[src/rtl/acop_pkg.sv]
// package: constants and types for the converter clock and output path
package acop_pkg;
  localparam int unsigned ACOP_DATA_W = 14;
  localparam int unsigned ACOP_LATENCY = 10;
  localparam int unsigned ACOP_DIV_MIN = 1;
  localparam int unsigned ACOP_DIV_MAX = 8;
  localparam int unsigned ACOP_FIFO_DEPTH = 8;
  localparam logic [2:0] ACOP_DIV_RST = 3'h0;
  localparam logic [2:0] ACOP_DIV_CNT_INIT = 3'h0;
  localparam logic [13:0] ACOP_OB_NEG_FS = 14'h0000;
  localparam logic [13:0] ACOP_OB_ZERO = 14'h2000;
  localparam logic [13:0] ACOP_OB_POS_FS = 14'h3FFF;
  localparam logic [13:0] ACOP_TC_NEG_FS = 14'h2000;
  localparam logic [13:0] ACOP_TC_POS_FS = 14'h1FFF;
  localparam int unsigned ACOP_CLK_MHZ = 250;
  localparam int unsigned ACOP_DCS_MIN_MHZ = 40;
  localparam int unsigned ACOP_DCS_LOCK_NS = 1500;
  localparam int unsigned ACOP_DCS_LOCK_CYC = (ACOP_DCS_LOCK_NS * ACOP_CLK_MHZ + 999) / 1000;
  localparam logic ACOP_DCS_EN_RST = 1'b1;
  typedef enum logic [1:0] {
    ACOP_FMT_OFFSET = 2'h0,
    ACOP_FMT_TWOS = 2'h1,
    ACOP_FMT_GRAY = 2'h2
  } acop_fmt_type;
  localparam acop_fmt_type ACOP_FMT_RST = ACOP_FMT_TWOS;
  typedef enum logic [2:0] {
    ACOP_PWR_RUN = 3'h1,
    ACOP_PWR_STBY = 3'h2,
    ACOP_PWR_DOWN = 3'h4
  } acop_pwr_type;
endpackage

[src/rtl/acop_fifo.sv]
// fifo: parameterised flip-flop buffer with valid/ready on both sides
`timescale 1ns/1ns
`default_nettype none
module acop_fifo #(
  parameter int unsigned WIDTH = 30,
  parameter int unsigned DEPTH = 8
) (
  // clock and reset
  input wire logic ref_clk_i,
  input wire logic nrst_i,
  // fill side
  input wire logic in_valid_i,
  input wire logic [WIDTH-1:0] in_data_i,
  output logic in_ready_o,
  // drain side
  output logic out_valid_o,
  output logic [WIDTH-1:0] out_data_o,
  input wire logic out_ready_i
);
  localparam int unsigned AW = (DEPTH > 1) ? $clog2(DEPTH) : 1;
  logic [WIDTH-1:0] mem_reg [DEPTH];
  logic [WIDTH-1:0] mem_next [DEPTH];
  logic [AW-1:0] wr_reg, wr_next, rd_reg, rd_next;
  logic [AW:0] cnt_reg, cnt_next;
  logic push, pop;

  assign in_ready_o = (cnt_reg != (AW+1)'(DEPTH)) ? 1'b1 : 1'b0;
  assign out_valid_o = (cnt_reg != '0);
  assign out_data_o = mem_reg[rd_reg];

  always_comb begin
    push = in_valid_i && in_ready_o;
    pop = out_valid_o && out_ready_i;
    mem_next = mem_reg;
    wr_next = wr_reg;
    rd_next = rd_reg;
    cnt_next = cnt_reg;
    if (push) begin
      mem_next[wr_reg] = in_data_i;
      wr_next = (wr_reg == AW'(DEPTH - 1)) ? '0 : wr_reg + 1'b1;
    end
    if (pop) begin
      rd_next = (rd_reg == AW'(DEPTH - 1)) ? '0 : rd_reg + 1'b1;
    end
    if (push && !pop) begin
      cnt_next = cnt_reg + 1'b1;
    end else if (pop && !push) begin
      cnt_next = cnt_reg - 1'b1;
    end
  end

  always_ff @(posedge ref_clk_i or negedge nrst_i) begin
    if (!nrst_i) begin
      for (int i = 0; i < DEPTH; i++) begin
        mem_reg[i] <= '0;
      end
      wr_reg <= '0;
      rd_reg <= '0;
      cnt_reg <= '0;
    end else begin
      mem_reg <= mem_next;
      wr_reg <= wr_next;
      rd_reg <= rd_next;
      cnt_reg <= cnt_next;
    end
  end
endmodule
`default_nettype wire

[src/rtl/acop_top.sv]
// top: divider, stabilizer control, power modes, coding, latency and output path
`timescale 1ns/1ns
`default_nettype none
//
// Contract
// - sample clock divider ratio programmable from 1 to 8.
// - stabilizer enabled out of reset with no configuration.
// - two bits pick realign on every align pulse or first only.
// - accepted align pulse returns divider to its initial count.
// - locked, enabled stabilizer gives nominal half-period high time.
// - stabilizer loop need not run below forty megahertz.
// - unlocked stabilizer is bypassed; timing follows raw duty.
// - power-down when pin high or configuration bit set.
// - output drivers high impedance during power-down.
// - pin low (and bit clear) returns to normal conversion.
// - standby keeps reference powered for faster wake-up.
// - coding selectable: offset binary, twos complement, gray.
// - output disable pin high three-states data drivers.
// - per-channel disable bit three-states that channel only; the code three-states the drivers only when both bits are set.
// - one channel disabled: other channel fills both slots.
// - result appears ten sample clocks after its sampling edge.
// - overrange flag rides ten clocks later with its data.
// - offset binary codes zero, mid and all ones.
// - twos complement is default; mid, zero and 1FFF codes.
// - out-of-range inputs clamp to full scale and set flag.
// - data capture clock driven alongside the data.
// - analog input sampled on internal sample clock rising edge.
// - each result is a fourteen-bit corrected word.
module acop_top
  import acop_pkg::*;
#(
  parameter int unsigned DATA_W = ACOP_DATA_W,
  parameter int unsigned LATENCY = ACOP_LATENCY,
  parameter int unsigned FIFO_DEPTH = ACOP_FIFO_DEPTH
) (
  // clock and reset
  input wire logic ref_clk_i,
  input wire logic nrst_i,
  // pins
  input wire logic power_down_pin_i,
  input wire logic output_disable_pin_i,
  input wire logic divider_align_input_i,
  // configuration
  input wire logic [2:0] div_ratio_m1_i,
  input wire logic align_every_i,
  input wire logic align_once_i,
  input wire logic align_cfg_wr_i,
  input wire logic dcs_disable_i,
  input wire logic dcs_rate_ok_i,
  input wire logic rate_change_i,
  input wire logic cfg_power_down_i,
  input wire logic cfg_standby_i,
  input wire logic [1:0] out_format_i,
  input wire logic [1:0] chan_disable_i,
  // converter core samples
  input wire logic [DATA_W-1:0] core_a_i,
  input wire logic [DATA_W-1:0] core_b_i,
  input wire logic [1:0] core_over_i,
  input wire logic [1:0] core_under_i,
  // capture side
  input wire logic cap_ready_i,
  output logic [DATA_W-1:0] data_o,
  output logic data_oe_n_o,
  output logic overrange_flag_o,
  output logic data_capture_clock_out_o,
  output logic sample_strobe_o,
  output logic dcs_locked_o,
  output logic dcs_active_o,
  output logic ref_powered_o,
  output logic [2:0] pwr_state_o
);
  localparam int unsigned SLOT_W = 2 * DATA_W + 2;
  localparam logic [15:0] LOCK_CYC = 16'(ACOP_DCS_LOCK_CYC);

  // pin synchronisers
  logic [2:0] pd_sync_reg, oe_sync_reg, al_sync_reg;
  logic pd_lvl_reg, oe_lvl_reg, al_lvl_reg, al_prev_reg;
  logic pd_lvl_next, oe_lvl_next, al_lvl_next;
  logic al_pulse;

  always_comb begin
    pd_lvl_next = (pd_sync_reg[1] == pd_sync_reg[2]) ? pd_sync_reg[2] : pd_lvl_reg;
    oe_lvl_next = (oe_sync_reg[1] == oe_sync_reg[2]) ? oe_sync_reg[2] : oe_lvl_reg;
    al_lvl_next = (al_sync_reg[1] == al_sync_reg[2]) ? al_sync_reg[2] : al_lvl_reg;
  end

  always_ff @(posedge ref_clk_i or negedge nrst_i) begin
    if (!nrst_i) begin
      pd_sync_reg <= 3'h0;
      oe_sync_reg <= 3'h7;
      al_sync_reg <= 3'h0;
      pd_lvl_reg <= 1'b0;
      oe_lvl_reg <= 1'b1;
      al_lvl_reg <= 1'b0;
      al_prev_reg <= 1'b0;
    end else begin
      pd_sync_reg <= {pd_sync_reg[1:0], power_down_pin_i};
      oe_sync_reg <= {oe_sync_reg[1:0], output_disable_pin_i};
      al_sync_reg <= {al_sync_reg[1:0], divider_align_input_i};
      pd_lvl_reg <= pd_lvl_next;
      oe_lvl_reg <= oe_lvl_next;
      al_lvl_reg <= al_lvl_next;
      al_prev_reg <= al_lvl_reg;
    end
  end
  assign al_pulse = al_lvl_reg && !al_prev_reg;

  // clock divider and realignment
  logic [2:0] div_cnt_reg, div_cnt_next;
  logic armed_reg, armed_next;
  logic tick_reg, tick_next;
  logic align_ok;

  always_comb begin
    align_ok = al_pulse && (align_every_i || (align_once_i && armed_reg));
    armed_next = armed_reg;
    if (align_cfg_wr_i) begin
      armed_next = 1'b1;
    end else if (align_ok) begin
      armed_next = 1'b0;
    end
    tick_next = 1'b0;
    if (align_ok) begin
      div_cnt_next = ACOP_DIV_CNT_INIT;
    end else if (div_cnt_reg >= div_ratio_m1_i) begin
      div_cnt_next = ACOP_DIV_CNT_INIT;
      tick_next = 1'b1;
    end else begin
      div_cnt_next = div_cnt_reg + 3'h1;
    end
  end

  always_ff @(posedge ref_clk_i or negedge nrst_i) begin
    if (!nrst_i) begin
      div_cnt_reg <= ACOP_DIV_RST;
      armed_reg <= 1'b0;
      tick_reg <= 1'b0;
    end else begin
      div_cnt_reg <= div_cnt_next;
      armed_reg <= armed_next;
      tick_reg <= tick_next;
    end
  end

  // duty cycle stabilizer control
  logic dcs_en_reg, dcs_en_next;
  logic dcs_lock_reg, dcs_lock_next, act_reg, act_next;
  logic [15:0] lock_cnt_reg, lock_cnt_next;

  always_comb begin
    dcs_en_next = !dcs_disable_i;
    dcs_lock_next = dcs_lock_reg;
    lock_cnt_next = lock_cnt_reg;
    if (!dcs_en_reg || !dcs_rate_ok_i || rate_change_i) begin
      dcs_lock_next = 1'b0;
      lock_cnt_next = 16'h0000;
    end else if (!dcs_lock_reg) begin
      if (lock_cnt_reg >= LOCK_CYC - 16'h0001) begin
        dcs_lock_next = 1'b1;
      end else begin
        lock_cnt_next = lock_cnt_reg + 16'h0001;
      end
    end
    act_next = dcs_en_next && dcs_lock_next;
  end

  always_ff @(posedge ref_clk_i or negedge nrst_i) begin
    if (!nrst_i) begin
      dcs_en_reg <= ACOP_DCS_EN_RST;
      dcs_lock_reg <= 1'b0;
      lock_cnt_reg <= 16'h0000;
      act_reg <= 1'b0;
    end else begin
      dcs_en_reg <= dcs_en_next;
      dcs_lock_reg <= dcs_lock_next;
      lock_cnt_reg <= lock_cnt_next;
      act_reg <= act_next;
    end
  end

  // power mode
  acop_pwr_type pwr_reg, pwr_next;
  logic refp_reg, refp_next;
  always_comb begin
    if (pd_lvl_reg || cfg_power_down_i) begin
      pwr_next = ACOP_PWR_DOWN;
    end else if (cfg_standby_i) begin
      pwr_next = ACOP_PWR_STBY;
    end else begin
      pwr_next = ACOP_PWR_RUN;
    end
    refp_next = (pwr_next != ACOP_PWR_DOWN);
  end

  always_ff @(posedge ref_clk_i or negedge nrst_i) begin
    if (!nrst_i) begin
      pwr_reg <= ACOP_PWR_RUN;
      refp_reg <= 1'b1;
    end else begin
      pwr_reg <= pwr_next;
      refp_reg <= refp_next;
    end
  end

  // coding, clamping and latency pipe
  function automatic logic [DATA_W-1:0] code_word(input logic [DATA_W-1:0] tc,
                                                  input logic ov, input logic un,
                                                  input logic [1:0] fmt);
    logic [DATA_W-1:0] t;
    logic [DATA_W-1:0] ob;
    t = ov ? ACOP_TC_POS_FS : (un ? ACOP_TC_NEG_FS : tc);
    ob = {~t[DATA_W-1], t[DATA_W-2:0]};
    case (fmt)
      ACOP_FMT_OFFSET: code_word = ob;
      ACOP_FMT_GRAY: code_word = ob ^ (ob >> 1);
      default: code_word = t;
    endcase
  endfunction

  logic [SLOT_W-1:0] pipe_reg [LATENCY];
  logic [SLOT_W-1:0] pipe_next [LATENCY];
  logic [LATENCY-1:0] pv_reg, pv_next;
  logic run;

  always_comb begin
    run = (pwr_reg == ACOP_PWR_RUN);
    pipe_next = pipe_reg;
    pv_next = pv_reg;
    if (tick_reg) begin
      pipe_next[0] = {core_over_i[1] | core_under_i[1],
                      code_word(core_b_i, core_over_i[1], core_under_i[1], out_format_i),
                      core_over_i[0] | core_under_i[0],
                      code_word(core_a_i, core_over_i[0], core_under_i[0], out_format_i)};
      pv_next[0] = run;
      for (int i = 1; i < LATENCY; i++) begin
        pipe_next[i] = pipe_reg[i-1];
        pv_next[i] = pv_reg[i-1];
      end
    end
  end

  always_ff @(posedge ref_clk_i or negedge nrst_i) begin
    if (!nrst_i) begin
      for (int i = 0; i < LATENCY; i++) begin
        pipe_reg[i] <= '0;
      end
      pv_reg <= '0;
    end else begin
      pipe_reg <= pipe_next;
      pv_reg <= pv_next;
    end
  end

  // output buffer
  logic fifo_in_ready, fifo_out_valid;
  logic [SLOT_W-1:0] fifo_out_data;
  logic push;
  assign push = tick_reg && pv_reg[LATENCY-1] && fifo_in_ready;

  acop_fifo #(
    .WIDTH(SLOT_W),
    .DEPTH(FIFO_DEPTH)
  ) u_fifo (
    .ref_clk_i(ref_clk_i),
    .nrst_i(nrst_i),
    .in_valid_i(push),
    .in_data_i(pipe_reg[LATENCY-1]),
    .in_ready_o(fifo_in_ready),
    .out_valid_o(fifo_out_valid),
    .out_data_o(fifo_out_data),
    .out_ready_i(cap_ready_i)
  );

  // interleaved output: slot 0 on capture clock high, slot 1 low
  logic half_reg, half_next;
  logic [DATA_W-1:0] dout_reg, dout_next;
  logic or_reg, or_next, dco_reg, dco_next, oen_reg, oen_next, stb_reg, stb_next;
  logic sel_b;

  always_comb begin
    half_next = half_reg;
    dout_next = dout_reg;
    or_next = or_reg;
    dco_next = dco_reg;
    stb_next = 1'b0;
    oen_next = oe_lvl_reg || (pwr_reg == ACOP_PWR_DOWN) || (&chan_disable_i);
    sel_b = half_reg ? !chan_disable_i[1] : chan_disable_i[0];
    if (fifo_out_valid && cap_ready_i) begin
      half_next = !half_reg;
      dco_next = !half_reg;
      stb_next = !half_reg;
      if (sel_b) begin
        dout_next = fifo_out_data[2*DATA_W:DATA_W+1];
        or_next = fifo_out_data[SLOT_W-1];
      end else begin
        dout_next = fifo_out_data[DATA_W-1:0];
        or_next = fifo_out_data[DATA_W];
      end
    end
  end

  always_ff @(posedge ref_clk_i or negedge nrst_i) begin
    if (!nrst_i) begin
      half_reg <= 1'b0;
      dout_reg <= '0;
      or_reg <= 1'b0;
      dco_reg <= 1'b0;
      oen_reg <= 1'b1;
      stb_reg <= 1'b0;
    end else begin
      half_reg <= half_next;
      dout_reg <= dout_next;
      or_reg <= or_next;
      dco_reg <= dco_next;
      oen_reg <= oen_next;
      stb_reg <= stb_next;
    end
  end

  assign data_o = dout_reg;
  assign data_oe_n_o = oen_reg;
  assign overrange_flag_o = or_reg;
  assign data_capture_clock_out_o = dco_reg;
  assign sample_strobe_o = stb_reg;
  assign dcs_locked_o = dcs_lock_reg;
  assign dcs_active_o = act_reg;
  assign ref_powered_o = refp_reg;
  assign pwr_state_o = pwr_reg;

  // checks
  a_div_period: assert property (@(posedge ref_clk_i) disable iff (!nrst_i)
    (tick_reg && div_ratio_m1_i != 3'h0) |=> !tick_reg)
    else $error("divider ticked early");
  a_div_range: assert property (@(posedge ref_clk_i) disable iff (!nrst_i)
    div_cnt_reg <= $past(div_ratio_m1_i))
    else $error("divider count out of range");
  a_align_reset: assert property (@(posedge ref_clk_i) disable iff (!nrst_i)
    align_ok |=> div_cnt_reg == ACOP_DIV_CNT_INIT && !tick_reg)
    else $error("align did not reset divider");
  a_once_disarm: assert property (@(posedge ref_clk_i) disable iff (!nrst_i)
    (align_ok && !align_every_i && !align_cfg_wr_i) |=> !armed_reg)
    else $error("single align did not disarm");
  a_lock_drop: assert property (@(posedge ref_clk_i) disable iff (!nrst_i)
    (!dcs_rate_ok_i || rate_change_i) |=> !dcs_lock_reg)
    else $error("stabilizer stayed locked");
  a_pd_hiz: assert property (@(posedge ref_clk_i) disable iff (!nrst_i)
    pwr_reg == ACOP_PWR_DOWN |=> data_oe_n_o)
    else $error("drivers on in power-down");
  a_pd_enter: assert property (@(posedge ref_clk_i) disable iff (!nrst_i)
    cfg_power_down_i |=> pwr_reg == ACOP_PWR_DOWN)
    else $error("power-down not entered");
  a_oe_pin: assert property (@(posedge ref_clk_i) disable iff (!nrst_i)
    oe_lvl_reg |=> data_oe_n_o)
    else $error("drivers on while disable pin high");
  a_clamp_high: assert property (@(posedge ref_clk_i) disable iff (!nrst_i)
    (tick_reg && core_over_i[0]) |=> pipe_reg[0][DATA_W]
      && (pipe_reg[0][DATA_W-1:0] == code_word(ACOP_TC_POS_FS, 1'b0, 1'b0, $past(out_format_i))))
    else $error("overrange not clamped");
  c_align: cover property (@(posedge ref_clk_i) disable iff (!nrst_i) align_ok);
  c_lock: cover property (@(posedge ref_clk_i) disable iff (!nrst_i) $rose(dcs_lock_reg));
  c_out: cover property (@(posedge ref_clk_i) disable iff (!nrst_i) stb_reg && or_reg);
  c_standby: cover property (@(posedge ref_clk_i) disable iff (!nrst_i) pwr_reg == ACOP_PWR_STBY);
endmodule
`default_nettype wire

[config.mk]
export PLATFORM = sky130hd
export DESIGN_NAME = acop_top
export DESIGN_NICKNAME = d
export VERILOG_FILES = /design/src/rtl/acop_pkg.sv /design/src/rtl/acop_fifo.sv /design/src/rtl/acop_top.sv
export SDC_FILE = /design/constraint.sdc
export NUM_CORES = 1
export LEC_CHECK = 0
export BUFFER_PORTS_ARGS = -buffer_cell sky130_fd_sc_hd__buf_2
export CAP_MARGIN = 30
export CORE_MARGIN = 4
export CORE_UTILIZATION = 60
export DETAILED_ROUTE_END_ITERATION = 8
export HOLD_SLACK_MARGIN = 0.03
export PLACE_DENSITY = 0.87
export SYNTH_ARGS = -nofsm -noshare
export SYNTH_HDL_FRONTEND = slang
export SYNTH_SLANG_ARGS = --single-unit
export TNS_END_PERCENT = 30
[constraint.sdc]
create_clock -name ref_clk_i -period 6.4 [get_ports ref_clk_i]
set_input_delay 1.28 -clock ref_clk_i [delete_from_list [all_inputs] [get_ports ref_clk_i]]
set_output_delay 1.28 -clock ref_clk_i [all_outputs]
set_load 0.05 [all_outputs]
==> impl_results.md, run 1 <==
* Outcome: completed
* Initial antenna violation count at 0
* Largest net degree at the start of global routing at 222
* Most common cell after layout, fill and taps aside: dfrtp_1
* Syn_area_per_cell at 15.1 um2
* FP Rows at 75
* CTS Hold Bufs at 0
* Sequence of cells on the critical path: nand2_1 -> a21oi_4 -> nand2b_1 -> nor2_2 -> buf_4 -> mux2_2
* Setup-violating endpoint count in the final report at 0
* Slack of the worst reg-to-reg path at ~3.3 ns
* Asr flop ratio synth at 100%
* CTS max path bufs at 3
* Grt ovf at 0
* Chip height at 216 um
* Worst slew pin tran at approximately 1.1 ns
* Clock-pin slew on the worst setup and hold paths at 0.07 ns
* PwrDens at 440 nW/um2
* Total power at ~13 mW
* Setup Buffers After CTS at 0
* Syn. warnings at 0
* Die Width at 216 um
* Critical Path RT at 6.89 ns
* Min Tclk post-route at slightly above 3 ns
* Synth Cell Area at 25900 um2
* Total track usage at 21.6%
* Max VDD drop at 0.388 mV
* Core region area at 42300 um2
* CTS tree: built
* RSZ-0062 raised after global routing: no
* Post-synthesis register bit count at 619
* Antenna cells at 0
* Post-Synthesis Cells at between 1.5k and 2k
* Top FF cell, synth: dfrtp_1
* Drt pass-1 iters at 4
* Worst Skew at ~0.017 ns
* CTS Buf Count at a little under 60
* Sequential-to-total area share from yosys stat at 59.8%
* Starting Density at 61.2%
* Period utilization at 48.1%
* Number of H-tree levels at 2
* Number of library cell types mapped by synthesis at 54
* TNS Setup at 0 ns
* IO buf count at 76
* Sum of buffers and inverters on the critical path at 1
* Final Net Count at around 1.8k
* Post-Syn Nets at 1780
* DR vias at 14.2k
* DR vias/cell at between 5 and 6
* Post-Route WL at 49.3 mm
* Crit path max-delay cell type: dfrtp_4
* Most frequent cells in the layout: dfrtp_1 (608), mux2_2 (502), buf_2 (75)
* Crit start category: register
* Worst-path fanout max at 50
* CP arrival at 3.57 ns
* Number of global-route vias before repair at between 15k and 20k
* Largest register FFs at 300
* Clk Latency, worst-skew pair at 0.61 ns
* First-pass GRT wire length at between 80 and 90 mm
* EDFF count, synth at 0
* Final GP Congestion at 0.762
* Layout cell share with drive strength beyond 1 at 44.6%
* Worst stage delay on the critical path at 0.80 ns
* Type of the worst min-delay path: reg2reg
* Static leakage at 13.0 nW
* Max_cap viols at 0
* Final hold violation count at 0
* P&R area growth vs syn at 11.8%
* Critical setup path kind: reg2reg
* Routed Antenna Nets at 0
* Setup crit end kind: register
* Drt wl/cell at roughly 21 um
* # IOs at 77
* Final Max Slew Viols at 0
* Crit path max-delay family: simple AND/OR/NAND/NOR gates
* # DRC at 0
* Root Buffer: clkbuf_16
* Worst slew margin at around 29%
* Maximum clock rate at between 300 and 400 MHz
* HPWL Detailed at approximately 28 mm
* PostCTS Resize Cnt at 0
* CTS sink count at 619
* Die ar. at 46600 um2
* Initial DRC count at 1002
[synthesized netlist by cell type, types with 4 or more instances]
cell	count	area share, %
nor2_1	67	0.97
o22ai_1	15	0.36
xnor2_1	8	0.27
nand2b_1	5	0.12
nor3_1	5	0.097
and3_1	5	0.12
mux2_1	9	0.39
buf_1	4	0.058
a31oi_1	15	0.36
clkbuf_1	63	0.91
mux2_4	30	1.7
nand3_1	16	0.31
a2bb2oi_1	26	0.88
ha_1	13	0.63
mux4_2	60	5.2
dfrtp_1	611	59
and2_1	9	0.22
buf_6	4	0.17
nor2b_1	25	0.60
mux2i_1	17	0.66
dfstp_2	8	0.81
inv_1	22	0.32
nand2_1	14	0.20
a21oi_1	71	1.4
nor3b_1	4	0.12
a21o_1	4	0.12
buf_2	31	0.60
mux2_2	502	22
o21ai_0	16	0.31
[power breakdown]
group          switching, mW  leakage [nW]  internal [mW]
registers               1.08          7.71           5.07
clock network           1.48          1.03           2.29
logic                   1.22          4.30           1.59
total                   3.79          13.0           8.96
[path summary, 6_finish.rpt]
| path | from | to | cells past startpoint |
|---|---|---|---|
| setup reg to reg | tick_reg | u_fifo.mem_reg[86] | 6 |
| setup / recovery | tick_reg | u_fifo.mem_reg[86] | 6 |
| max in group asynchronous | nrst_i | u_fifo.rd_reg[1] | 2 |
| hold / removal | pd_sync_reg[0] | pd_sync_reg[1] | 0 |
| hold reg to reg | pd_sync_reg[0] | pd_sync_reg[1] | 0 |
| min in group asynchronous | nrst_i | lock_cnt_reg[9] | 1 |
[cell families after synthesis]
| logic type | count (synthesis) | share of synthesized area (%) |
|---|---|---|
| and+or+nand+nor | 163 | 3.19 |
| DFF | 619 | 59.8 |
| xor gates and xnor gates | 11 | 0.372 |
| muxes | 618 | 29.8 |
| buffers and inverters | 127 | 2.13 |
| adders and majority gates | 17 | 0.821 |
| AOI/OAI and AO/OA | 158 | 3.84 |
[layout make-up]
cell class | count | area [um2]
sequential | 619 | 15500
timing repair buffer | 96 | 611
clock buffer | 86 | 1710
tap | 577 | 722
clock inverter | 23 | 427
multi-input combinational | 967 | 9890
fill | 2689 | 13400
inverter | 23 | 86.3
[metrics by stage]
stage                     cells  worst slack, ns  area (um2)  hold WS [ns]  util, %
final                      2391             3.32       29000         0.347     68.4
after global routing       2391             3.13       29000         0.355     68.4
after CTS                  2391             3.30       29000         0.350     68.4
after detailed placement   2282             2.79       26800         0.336     63.4
after global placement     2281             2.86       26800         0.333     63.3
after floorplan            1713             3.28       25900         0.331        -
[layer usage]
metal | vias to the layer above | part of all wire (%) | global-route usage, %
li1 | 6298 | - | -
met1 | 7453 | 43 | 29.7
met2 | 309 | 50 | 36.1
met3 | 94 | 4.2 | 3.22
met4 | 0 | 2.5 | 6.79
met5 | - | 0 | 0
Note: power is estimated with default switching activity, not from simulation.
==> inputs of run 2 (changes only) <==
==> constraint.sdc (replaced) <==
create_clock -name ref_clk_i -period 2.91 [get_ports ref_clk_i]
set_input_delay 0.582 -clock ref_clk_i [delete_from_list [all_inputs] [get_ports ref_clk_i]]
set_output_delay 0.582 -clock ref_clk_i [all_outputs]
set_load 0.05 [all_outputs]
==> run 2 against run 1 <==
Register-to-register slack worse by 3.0 ns. Largest cell class unchanged. Combinational power up 140%. Power up 120%. Core utilization up 0.32 points. Die area unchanged. Count of clock-buffer cells in the layout down 4. First-iteration DRC count down 8.9%.
==> impl_results.md, run 2 (same netlist as run 1, synthesis figures left out) <==
* Switching power summed over all nets at 8.35 mW (+120%)
* Worst slew margin at 40.3% (+12 points)
* Pre-CTS setup slack at 0.370 ns (-2.42 ns)
* DR vias/cell at 5.90 (-0.37%)
* Seq. cell area at 15500 um2 (about the same)
* Most used cell, CP: ha_1
* Initial antenna violation count at 0 (unchanged)
* Max_cap viols at 0 (unchanged)
* Drt pass-1 iters at 5 (+1)
* Most common cell after layout, fill and taps aside: dfrtp_1
* Worst-path fanout max at 7 (-86%)
* Sum of buffers and inverters on the critical path at 2 (+1)
* Layout cell share with drive strength beyond 1 at 45.5% (+0.91 points)
* Outcome: completed
* Worst Hold Path EP: oe_sync_reg[0]
* Routed Antenna Nets at 0 (unchanged)
* Combinational Power Share at 24.1% (+2.0 points)
* Clock-pin slew on the worst setup and hold paths at 0.06 ns (about the same)
* Largest net degree at the start of global routing at 165 (-26%)
* FP Rows at 75 (unchanged)
* Crit path max-delay family: compound AO/OA/AOI/OAI gates
* Die ar. at 46600 um2 (unchanged)
* # IOs at 77 (unchanged)
* Largest register FFs at 300 (unchanged)
* Maximum clock rate at 390 MHz (+20%)
* CTS tree: built
* Starting Density at 61.2% (unchanged)
* Worst r2r path cells at 11 (+5)
* CTS sink count at 619 (unchanged)
* Clk Latency, worst-skew pair at 0.61 ns (about the same)
* Sequence of cells on the critical path: or3_1 -> o21a_1 -> clkinv_1 -> ha_1 -> inv_1 -> ha_1 -> a21o_1 -> a21oi_1 -> xnor2_1 -> nor2_1 -> xor2_1
* Crit start category: register
* Final Net Count at 1856 (+1.3%)
* PostCTS Resize Cnt at 0 (unchanged)
* Static leakage at 13.1 nW (+0.77%)
* Setup crit end kind: register
* IO buf count at 76 (unchanged)
* RSZ-0062 raised after global routing: no
* Number of global-route vias before repair at 15.5k (+2.2%)
* Worst setup margin at 0.347 ns (-2.98 ns)
* Worst Skew at 0.0154 ns (-0.00155 ns)
* Hold Path Stages at 1 (+1)
* Slack of the worst reg-to-reg path at 0.35 ns (-2.98 ns)
* P&R area growth vs syn at 12.3%
* Crit path max-delay cell type: dfrtp_1
* Min Tclk post-route at 2.56 ns (-0.515 ns)
* Hold Startpoint: output_disable_pin_i
* CTS Buf Count at 59 (+1.7%)
* Critical R2R Capture: u_fifo.cnt_reg[3]
* CP arrival at 3.05 ns (-0.52 ns)
* PwrDens at 951 nW/um2 (+120%)
* Critical Path RT at 3.39 ns (-3.50 ns)
* Switching share of power at 30.2% (+0.45 points)
* Drt wl/cell at 20.7 um (+0.22%)
* Fin area at 29100 um2 (+0.46%)
* Total track usage at 21.9% (+0.26 points)
* Chip height at 216 um (unchanged)
* Area of the multi-input gates at 9890 um2 (unchanged)
* Root Buffer: clkbuf_16
* DR vias at 14.2k (+0.63%)
* CTS max path bufs at 3 (unchanged)
* Initial DRC count at 913 (-8.9%)
* Number of H-tree levels at 2 (unchanged)
* Grt ovf at 0 (unchanged)
* Critical setup path kind: reg2reg
* Period utilization at 88.1% (+40 points)
* Final hold violation count at 0 (unchanged)
* Final Max Slew Viols at 0 (unchanged)
* Type of the worst min-delay path: in2reg
* Worst stage delay on the critical path at 0.43 ns (-0.37 ns)
* Worst slew pin tran at 0.895 ns (-0.174 ns)
* First-pass GRT wire length at 83.0 mm (+0.80%)
* Internal power at 19.3 mW (+120%)
* Setup-violating endpoint count in the final report at 0 (unchanged)
* Core region area at 42300 um2 (unchanged)
* Dpl cell area at 27100 um2 (+0.95%)
* Max VDD drop at 0.664 mV (+71%)
* HPWL Detailed at 29.6 mm (+5.6%)
* Register share of total power at 47.8% (-0.5 points)
* TNS Setup at 0 ns (unchanged)
* FILL cells at 2687 (-0.074%)
* Post-Route WL at 50.0 mm (+1.2%)
* # DRC at 0 (unchanged)
* Final GP Congestion at 0.793 (+4.2%)
* Clk pwr share at 28.1% (-1.5 points)
* Die Width at 216 um (unchanged)
* Crit Reg-Reg Startpoint: u_fifo.cnt_reg[1]
* Most frequent cells in the layout: dfrtp_1 (608), mux2_2 (502), buf_2 (75)
[run 2: cell count changes in the layout (fill, tap and decap cells not counted), sizes merged]
cell / before / now
inv: 22 / 24
diode: 0 / 1
dlygate4sd3: 0 / 1
buf: 96 / 118
clkinv: 9 / 18
clkinvlp: 4 / 3
clkbuf: 86 / 82
bufinv: 11 / 5
[run 2: routing by layer]
| layer | vias up | GRT usage [%] | share of wire (%) |
|---|---|---|---|
| met5 | - | 0 | 0 |
| met4 | 0 | 6.91 | 2.6 |
| met3 | 100 | 3.15 | 4.0 |
| met2 | 280 | 36.5 | 50 |
| met1 | 7506 | 30.2 | 43 |
| li1 | 6357 | - | - |
[run 2: metrics by stage]
| step | power, mW | instances | hold WS [ns] | util [%] |
|---|---|---|---|---|
| 6_report | 27.7 | 2415 | 0.0789 | 68.7 |
| 5_1_grt | 29.0 | 2414 | 0.0588 | 68.7 |
| 4_1_cts | 27.9 | 2414 | 0.0384 | 68.7 |
| 3_5_place_dp | 19.9 | 2304 | 0.337 | 64.0 |
| 3_3_place_gp | 19.3 | 2304 | 0.333 | 64.0 |
| 2_1_floorplan | 17.8 | 1713 | 0.286 | - |
[run 2: what timing repair did]
action	in CTS	in global routing
setup buffers	0	0
hold buffers	1	0
endpoints found under the hold margin	64	0
[run 2: worst max-delay path by stage]
| stage | startpoint | endpoint | slack [ns] | cells past startpoint |
|---|---|---|---|---|
| after global placement | u_fifo.cnt_reg[1] | u_fifo.cnt_reg[3] | 0.42 | 11 |
| after detailed placement | u_fifo.cnt_reg[1] | u_fifo.cnt_reg[3] | 0.37 | 11 |
| after floorplan | u_fifo.cnt_reg[1] | u_fifo.cnt_reg[3] | 0.42 | 12 |
| after global routing | u_fifo.cnt_reg[1] | u_fifo.cnt_reg[3] | 0.19 | 11 |
| after CTS | u_fifo.cnt_reg[1] | u_fifo.cnt_reg[3] | 0.36 | 11 |
| final | u_fifo.cnt_reg[1] | u_fifo.cnt_reg[3] | 0.35 | 11 |
[run 2: layout make-up]
type / instances / share of cell area, %
diodes: 1 / 0.00860
repair buffers: 119 / 3.02
clock buffers: 82 / 5.89
multi-input cells: 967 / 34.0
well taps: 577 / 2.48
clock inverters: 27 / 0.985
inverters: 23 / 0.297
flip-flops and latches: 619 / 53.3
[run 2: power groups by stage]
stage	clock network, mW	logic, mW	registers [mW]
2_1_floorplan	0	5.05	12.7
3_3_place_gp	0	6.29	13.0
3_5_place_dp	0	6.62	13.2
4_1_cts	7.92	6.74	13.2
5_1_grt	8.27	7.23	13.5
6_report	7.77	6.66	13.2
